==> src/hdl/rlp_cfg.svh <==
`ifndef RLP_CFG_SVH
`define RLP_CFG_SVH
// ==========================================================
// Register byte addresses (chosen map, one word each)
`define RLP_ADDR_CTRL      12'h000
`define RLP_ADDR_DUTY0     12'h004
`define RLP_ADDR_BUFA      12'h100
`define RLP_ADDR_BUFB      12'h200
`define RLP_ADDR_STATUS    12'h040
`define RLP_HSIZE_WORD     3'h2
// ==========================================================
// Control fields
`define RLP_BIT_ENABLE     7
`define RLP_BIT_UNUSED     6
`define RLP_DIV_HI         5
`define RLP_DIV_LO         4
`define RLP_BIT_BUFSEL     3
`define RLP_BIT_POL        2
`define RLP_BIT_COMCNT     1
`define RLP_BIT_SCAN       0
`define RLP_CTRL_RESET     8'h00
`define RLP_CTRL_LOCKMASK  8'h37
// ==========================================================
// Geometry and timing
`define RLP_NUM_CH         15
`define RLP_SCAN_CH        12
`define RLP_NUM_COM        4
`define RLP_BUF_WORDS      64
`define RLP_LOAD_TICKS     4
`define RLP_DUTY_RESET     8'h00
`define RLP_CNT_LAST       8'hff
`endif

==> src/hdl/rlp_pkg.sv <==
package rlp_pkg;
  typedef struct packed {
    logic       enable;
    logic [1:0] divide;
    logic       buf_sel;
    logic       polarity;
    logic       com_four;
    logic       scan;
  } rlp_ctrl_t;
  typedef enum logic [1:0] {
    RLP_IDLE,
    RLP_LOAD,
    RLP_RUN
  } rlp_scan_state_t;
endpackage : rlp_pkg

==> src/hdl/rlp_clock_divider.sv <==
`timescale 1ns/1ps
`include "rlp_cfg.svh"
// ==========================================================
// PWM clock tick generator
module rlp_clock_divider (
  // Clock and reset
  input  wire logic       clock,
  input  wire logic       reset,
  // Control
  input  wire logic       run,
  input  wire logic [1:0] divide,
  // Outputs
  output logic            pwm_clock,
  output logic            tick
);
  logic [1:0] phase_reg;

  // Tick marks the rising PWM clock edge; divide by code plus one.
  always_ff @(posedge clock or posedge reset) begin
    if (reset) begin
      phase_reg <= 2'h0;
    end else if (!run || phase_reg >= divide) begin
      phase_reg <= 2'h0;
    end else begin
      phase_reg <= phase_reg + 2'h1;
    end
  end

  assign tick = run && (phase_reg == 2'h0);

  // By three the clock is high for two phases and low for one.
  always_comb begin
    unique case (divide)
      2'b00:   pwm_clock = run;
      2'b01:   pwm_clock = (phase_reg == 2'h0);
      2'b10:   pwm_clock = (phase_reg != 2'h2);
      2'b11:   pwm_clock = (phase_reg < 2'h2);
    endcase
  end
endmodule : rlp_clock_divider

==> src/hdl/rlp_pwm_control.sv <==
// What this block does
// - Disabled: commons inactive, channels 0 to 11 held at one.
// - Control bit 6 is unimplemented and reads zero.
// - Two-bit divide code selects PWM clock divide by one to four.
// - Divide by three: PWM clock high two periods, low one.
// - Buffer select zero scans buffer A, one scans buffer B.
// - Buffer select is sampled at frame end while scanning, and followed every cycle while not scanning.
// - Software access to the buffer being scanned is blocked.
// - Polarity zero makes commons active low, one active high.
// - Direct mode keeps every common line inactive.
// - Disabled: commons high for polarity zero, low for one.
// - Count select zero scans three commons, one scans four.
// - Mode bit zero is direct drive, one is scanning.
// - Scanning makes duty registers 0 to 11 read-only.
// - Scanning leaves duty registers 12 to 14 without effect.
// - Duty index 3k+c drives LED k colour c.
// - Period is 256 PWM clocks; duty updates do not restart it.
// - Scanning loads twelve duty bytes per common line.
// - Frame uses 36 or 48 buffer bytes; others unused.
// - Scanning floats outputs of duty registers 12 to 14.
`timescale 1ns/1ps
`include "rlp_cfg.svh"
module rlp_pwm_control (
  // Clock and reset
  input  wire logic        clock,
  input  wire logic        reset,
  // AHB-Lite slave
  input  wire logic        hsel,
  input  wire logic [11:0] haddr,
  input  wire logic [1:0]  htrans,
  input  wire logic        hwrite,
  input  wire logic [2:0]  hsize,
  input  wire logic        hready,
  input  wire logic [31:0] hwdata,
  output logic [31:0]      hrdata,
  output logic             hreadyout,
  output logic             hresp,
  // LED pins
  output logic [14:0]      led_channel_outputs,
  output logic [14:0]      led_channel_oe_n,
  output logic [3:0]       common_drive_lines,
  output logic             pwm_clock
);
  import rlp_pkg::*;

  // ==========================================================
  // Registers
  rlp_ctrl_t       ctrl_reg;
  logic [7:0]      duty_reg [`RLP_NUM_CH];
  logic [7:0]      buf_a_reg [`RLP_BUF_WORDS];
  logic [7:0]      buf_b_reg [`RLP_BUF_WORDS];
  logic [7:0]      count_reg;
  rlp_scan_state_t state_reg;
  logic            frame_buf_reg;
  logic [1:0]      com_reg;
  logic [3:0]      load_idx_reg;
  logic [1:0]      load_tick_reg;
  logic            wr_pend_reg;
  logic [11:0]     wr_addr_reg;
  logic [31:0]     rdata_reg;
  logic            tick;
  logic            scanning;
  logic            in_load;
  logic [7:0]      load_byte;
  logic [5:0]      load_base;
  logic [7:0]      ctrl_rd;
  logic            take;

  assign scanning  = ctrl_reg.enable && ctrl_reg.scan;
  assign in_load   = (state_reg == RLP_LOAD);
  // Narrow transfers are ignored, since each register is one aligned word.
  assign take      = hready && hsel && htrans[1] && (hsize == `RLP_HSIZE_WORD);
  assign hreadyout = 1'b1;
  assign hresp     = 1'b0;
  assign hrdata    = rdata_reg;
  assign ctrl_rd   = {ctrl_reg.enable, 1'b0, ctrl_reg.divide, ctrl_reg.buf_sel,
                      ctrl_reg.polarity, ctrl_reg.com_four, ctrl_reg.scan};

  rlp_clock_divider u_div (
    .clock     (clock),
    .reset     (reset),
    .run       (ctrl_reg.enable),
    .divide    (ctrl_reg.divide),
    .pwm_clock (pwm_clock),
    .tick      (tick)
  );

  // ==========================================================
  // AHB-Lite address phase capture; zero wait states.
  always_ff @(posedge clock or posedge reset) begin
    if (reset) begin
      wr_pend_reg <= 1'b0;
      wr_addr_reg <= 12'h000;
    end else if (hready) begin
      wr_pend_reg <= take && hwrite;
      wr_addr_reg <= haddr;
    end
  end

  // Blocked buffer lines read zero and ignore writes.
  function automatic logic buf_blocked(input logic is_b);
    buf_blocked = scanning && (frame_buf_reg == is_b);
  endfunction : buf_blocked

  always_ff @(posedge clock or posedge reset) begin
    if (reset) begin
      rdata_reg <= 32'h0000_0000;
    end else if (take && !hwrite) begin
      rdata_reg <= 32'h0000_0000;
      if (haddr == `RLP_ADDR_CTRL) begin
        rdata_reg <= {24'h00_0000, ctrl_rd};
      end else if (haddr == `RLP_ADDR_STATUS) begin
        rdata_reg <= {24'h00_0000, count_reg};
      end else if (haddr >= `RLP_ADDR_DUTY0 &&
                   haddr < `RLP_ADDR_DUTY0 + 12'(4 * `RLP_NUM_CH)) begin
        rdata_reg <= {24'h00_0000, duty_reg[4'((haddr - `RLP_ADDR_DUTY0) >> 2)]};
      end else if (haddr[11:8] == `RLP_ADDR_BUFA >> 8 && !buf_blocked(1'b0)) begin
        rdata_reg <= {24'h00_0000, buf_a_reg[haddr[7:2]]};
      end else if (haddr[11:8] == `RLP_ADDR_BUFB >> 8 && !buf_blocked(1'b1)) begin
        rdata_reg <= {24'h00_0000, buf_b_reg[haddr[7:2]]};
      end
    end
  end

  // ==========================================================
  // Control register. Locked fields keep their value while enabled.
  always_ff @(posedge clock or posedge reset) begin
    if (reset) begin
      ctrl_reg <= rlp_ctrl_t'(7'h00);
    end else if (wr_pend_reg && wr_addr_reg == `RLP_ADDR_CTRL) begin
      ctrl_reg.enable  <= hwdata[`RLP_BIT_ENABLE];
      ctrl_reg.buf_sel <= hwdata[`RLP_BIT_BUFSEL];
      if (!ctrl_reg.enable) begin
        ctrl_reg.divide   <= hwdata[`RLP_DIV_HI:`RLP_DIV_LO];
        ctrl_reg.polarity <= hwdata[`RLP_BIT_POL];
        ctrl_reg.com_four <= hwdata[`RLP_BIT_COMCNT];
        ctrl_reg.scan     <= hwdata[`RLP_BIT_SCAN];
      end
    end
  end

  // ==========================================================
  // RAM buffers, software side.
  always_ff @(posedge clock) begin
    if (wr_pend_reg && wr_addr_reg[11:8] == `RLP_ADDR_BUFA >> 8 && !buf_blocked(1'b0)) begin
      buf_a_reg[wr_addr_reg[7:2]] <= hwdata[7:0];
    end
    if (wr_pend_reg && wr_addr_reg[11:8] == `RLP_ADDR_BUFB >> 8 && !buf_blocked(1'b1)) begin
      buf_b_reg[wr_addr_reg[7:2]] <= hwdata[7:0];
    end
  end

  // ==========================================================
  // Period counter; 256 PWM clocks, held at zero while disabled or loading.
  always_ff @(posedge clock or posedge reset) begin
    if (reset) begin
      count_reg <= 8'h00;
    end else if (!ctrl_reg.enable || in_load) begin
      count_reg <= 8'h00;
    end else if (tick) begin
      count_reg <= count_reg + 8'h01;
    end
  end

  // ==========================================================
  // Scan sequencer: load twelve bytes, then run one period per common.
  assign load_base = 6'(com_reg * `RLP_SCAN_CH);
  assign load_byte = frame_buf_reg ? buf_b_reg[load_base + 6'(load_idx_reg)]
                                   : buf_a_reg[load_base + 6'(load_idx_reg)];

  always_ff @(posedge clock or posedge reset) begin
    if (reset) begin
      state_reg     <= RLP_IDLE;
      frame_buf_reg <= 1'b0;
      com_reg       <= 2'h0;
      load_idx_reg  <= 4'h0;
      load_tick_reg <= 2'h0;
    end else if (!scanning) begin
      state_reg     <= RLP_IDLE;
      com_reg       <= 2'h0;
      frame_buf_reg <= ctrl_reg.buf_sel;
    end else begin
      unique case (state_reg)
        RLP_IDLE: begin
          state_reg     <= RLP_LOAD;
          load_idx_reg  <= 4'h0;
          load_tick_reg <= 2'h0;
        end
        RLP_LOAD: begin
          // Four PWM clocks per byte keeps the load time as the hardware expects.
          if (tick) begin
            load_tick_reg <= load_tick_reg + 2'h1;
            if (load_tick_reg == 2'(`RLP_LOAD_TICKS - 1)) begin
              if (load_idx_reg == 4'(`RLP_SCAN_CH - 1)) begin
                state_reg <= RLP_RUN;
              end
              load_idx_reg <= load_idx_reg + 4'h1;
            end
          end
        end
        RLP_RUN: begin
          if (tick && count_reg == `RLP_CNT_LAST) begin
            state_reg    <= RLP_LOAD;
            load_idx_reg <= 4'h0;
            if (com_reg == (ctrl_reg.com_four ? 2'h3 : 2'h2)) begin
              com_reg       <= 2'h0;
              frame_buf_reg <= ctrl_reg.buf_sel;
            end else begin
              com_reg <= com_reg + 2'h1;
            end
          end
        end
      endcase
    end
  end

  // ==========================================================
  // Duty registers: software writes, or hardware loads while scanning.
  always_ff @(posedge clock or posedge reset) begin
    if (reset) begin
      for (int i = 0; i < `RLP_NUM_CH; i++) begin
        duty_reg[i] <= `RLP_DUTY_RESET;
      end
    end else if (scanning) begin
      if (in_load && tick && load_tick_reg == 2'(`RLP_LOAD_TICKS - 1)) begin
        duty_reg[load_idx_reg] <= load_byte;
      end
    end else if (wr_pend_reg && wr_addr_reg >= `RLP_ADDR_DUTY0 &&
                 wr_addr_reg < `RLP_ADDR_DUTY0 + 12'(4 * `RLP_NUM_CH)) begin
      duty_reg[4'((wr_addr_reg - `RLP_ADDR_DUTY0) >> 2)] <= hwdata[7:0];
    end
  end

  // ==========================================================
  // Outputs, registered. Channels are low while lit.
  always_ff @(posedge clock or posedge reset) begin
    if (reset) begin
      led_channel_outputs <= 15'h7fff;
      led_channel_oe_n    <= 15'h0000;
      common_drive_lines  <= 4'hf;
    end else begin
      for (int i = 0; i < `RLP_NUM_CH; i++) begin
        led_channel_outputs[i] <= !(ctrl_reg.enable && !in_load &&
                                    count_reg < duty_reg[i]);
        led_channel_oe_n[i]    <= scanning && i >= `RLP_SCAN_CH;
      end
      for (int m = 0; m < `RLP_NUM_COM; m++) begin
        if (scanning && state_reg == RLP_RUN && com_reg == 2'(m)) begin
          common_drive_lines[m] <= ctrl_reg.polarity;
        end else begin
          common_drive_lines[m] <= !ctrl_reg.polarity;
        end
      end
    end
  end
endmodule : rlp_pwm_control

==> config.mk <==
export PLATFORM = sky130hd
export DESIGN_NAME = rlp_pwm_control
export DESIGN_NICKNAME = d
export VERILOG_FILES = /design/src/hdl/rlp_pkg.sv /design/src/hdl/rlp_clock_divider.sv /design/src/hdl/rlp_pwm_control.sv
export VERILOG_INCLUDE_DIRS = /design/src /design/src/hdl
export SDC_FILE = /design/constraint.sdc
export NUM_CORES = 2
export LEC_CHECK = 0
export ABC_AREA = 1
export BUFFER_PORTS_ARGS = -buffer_cell sky130_fd_sc_hd__buf_2
export CORE_MARGIN = 8
export CORE_UTILIZATION = 35
export DETAILED_ROUTE_END_ITERATION = 6
export PLACE_DENSITY_LB_ADDON = 0.05
export SYNTH_ARGS = -nofsm -noshare
export SYNTH_HDL_FRONTEND = slang
export SYNTH_SLANG_ARGS = --single-unit
==> constraint.sdc <==
create_clock -name clock -period 9.2 [get_ports clock]
set_clock_uncertainty 0.1 [all_clocks]
set_input_delay 1.84 -clock clock [delete_from_list [all_inputs] [get_ports clock]]
set_output_delay 1.84 -clock clock [all_outputs]
set_load 0.01 [all_outputs]
==> reports/qor.yml <==
die:
  row_count: 160
  io_pins: 123
  core-area_sq_mm: 0.1894
  die_x_um: 451.7
  start_util: 0.3509
  fp.dieH_um: 451.7
  dieArea_sq_mm: 0.2041
setup_path:
  startpoint_type: "flop"
  cp_max_fo: 40
  crit_arrival_ns: 6.22
  cp.required_ns: 9.79
  end_kind: "flop"
  worstSetupPathType: "flop to flop"
min_path:
  min_path_type: "flop to flop"
outcome:
  outcome: "finished, final reports clean"
synthesis:
  synth-edff-count: 1024
  synth_seq_area_share: 0.5342
  ys_top_cells_by_area: "edfxtp_1 46%, nand2_1 11%, nand3_1 8.8%"
  synth_commonest_cells: "1991 x nand2_1, 1172 x nand3_1, 1024 x edfxtp_1, 683 x inv_1, 639 x nor2_1"
  synth_largest_area_cell: "edfxtp_1"
  yosysWarnings: 0
  synth.distinct_cells: 44
  synthesis.instances: 7870
  synth.top_cell.area_share: 0.4627
  synthArstFlopShare: 0.1558
  synthMostInstantiatedCell: "nand2_1"
  synthFlopType: "edfxtp_1"
  avgSynthCellArea_sq_um: 8.444
  syn-cell-area_sq_mm: 0.06645
  ys_ff_latch: 1213
detailed_routing:
  viasPerCell: 5.490
  drt_iter0_drc: 6136
  first_pass_iters: 6
  via_count: 57110
  wl_um: 274000
  routedWlPerCell_um: 26.34
  drc: 0
  ant_nets: 0
sta:
  hold_violations: 0
  worst_pin_slew_ns: 1.289
  slew_headroom: 0.1397
  setup_viol: 0
  slew_violations: 0
  grt_setup_unrepaired: "no"
  max_freq_mhz: 177.5
  period_share: 0.6124
  fin_crit_ns: 5.634
  tns_ns: 0
power:
  irDropWorstVdd_mv: 0.1816
  power.density_mw_per_mm2: 227.3
  power.total_uw: 16800
  p_leak_uw: 0.03028
clock_network:
  cts.clk_slew.worst_paths_ns: 0.06
  cts_resized: 0
  clkLatencyLatePin_ns: 0.81
  postCtsSetupRepairBufs: 0
  cts_max_level: 4
  cts_root_buf: "clkbuf_16"
  tritoncts: "yes"
  clockBufferDepth: 3
  numCtsBuffers: 153
  clock-sinks: 1213
  hold_buffers: 0
grt:
  grt_max_degree: 161
  grt_use_total: 0.2599
  grt_first_pass_wirelength_um: 391000
  grt_overflow: 0
  grt_pass1_vias: 54080
  antenna_found_initial: 12
placed_design:
  place_congestion: 0.8972
  io_buffers: 59
  hpwl_um: 164500
final_layout:
  syn_to_final_growth_pct: 11.20
  nNetsFinal: 7955
  layout-drive-gt1-share: 0.07542
  num-fill-cells: 19150
flow_run:
  maxCapViolCount: 0
[worst paths after layout]
check                                             startpoint  slack (ns)                           end  cells past startpoint
min in group asynchronous                              reset        1.03      count_reg[5]$_DFFE_PP0P_                      2
worst min-delay path            u_div.phase_reg[0]$_DFF_PP0_        0.32  u_div.phase_reg[0]$_DFF_PP0_                      1
max in group asynchronous                              reset        6.73      duty_reg[54]$_DFFE_PP0P_                      3
worst max-delay path                  com_reg[0]$_DFFE_PP0P_        3.57     duty_reg[118]$_DFFE_PP0P_                     12
worst min register to register  u_div.phase_reg[0]$_DFF_PP0_        0.32  u_div.phase_reg[0]$_DFF_PP0_                      1
worst max register to register        com_reg[0]$_DFFE_PP0P_        3.57     duty_reg[118]$_DFFE_PP0P_                     12
[layer usage]
layer	GRT usage	vias up	wire (um)
met3	0.04063	457	18500
met5	0	-	14
met2	0.4150	2248	124800
li1	-	26370	-
met4	0.09651	2	10460
met1	0.3575	28040	120200
[layout make-up]
cell class	count	area, sq um	share of cell area
flip-flops and latches	1213	35510	0.4805
multi-input cells	5438	25720	0.3480
clock buffers	214	4318	0.05843
well taps	2511	3142	0.04251
inverters	717	2734	0.03699
repair buffers	251	1949	0.02638
clock inverters	56	521.8	0.007060
diodes	3	7.507	0.0001016
[through the flow]
stage	setup WS, ns	std cells	hold slack [ns]	instance area [sq um]	utilization
after floorplan	2.149	7906	0.3017	66590	-
after global placement	3.388	10130	0.3198	69050	0.3646
after detailed placement	3.345	10130	0.3197	69050	0.3646
after CTS	3.650	10400	0.3272	73890	0.3902
after global routing	3.551	10400	0.3472	73900	0.3902
final	3.566	10400	0.3182	73900	0.3902
[critical path, cell delays in order (launching register included)]
cell and delay, ns:
dfrtp_1 0.48, inv_1 0.18, ha_1 0.38, fa_4 0.85
inv_2 0.65, buf_4 0.72, nand3_1 0.38, nand3_1 0.32
nand3_1 0.32, nand3_1 0.20, nand2_2 0.42, nand2_1 0.21
a21oi_1 0.08
[placed cells by master, fill, tap and decap left out, types with 125 or more instances in the layout]
cell / instances
nor2_1: 625
buf_4: 183
dfrtp_1: 168
edfxtp_1: 1024
o211ai_1: 161
o21ai_0: 484
nand2_1: 1991
nand3_1: 1171
a21oi_1: 577
clkbuf_16: 161
inv_1: 677
ha_1: 125
[where the power goes]
| part | leakage (uW) | internal, uW | switching [uW] |
|---|---|---|---|
| sequential | 0.0111 | 6100 | 152 |
| combinational | 0.0168 | 1090 | 3510 |
| clock | 0.00236 | 3480 | 2460 |
[cell families (layout without fill, tap and decap cells)]
kind of cell / count (synthesis) / after routing / share of synthesized area
and+or+nand+nor: 3960 / 3960 / 0.2497
AOI/OAI and AO/OA: 1300 / 1300 / 0.1059
buffers and inverters: 1255 / 1238 / 0.08420
DFF: 1213 / 1213 / 0.5342
adders and majority gates: 127 / 127 / 0.02402
xor gates and xnor gates: 9 / 9 / 0.001186
muxes: 4 / 4 / 0.0006778
other: 2 / 41 / 0.0001130
Note: power is estimated with default switching activity, not from simulation.
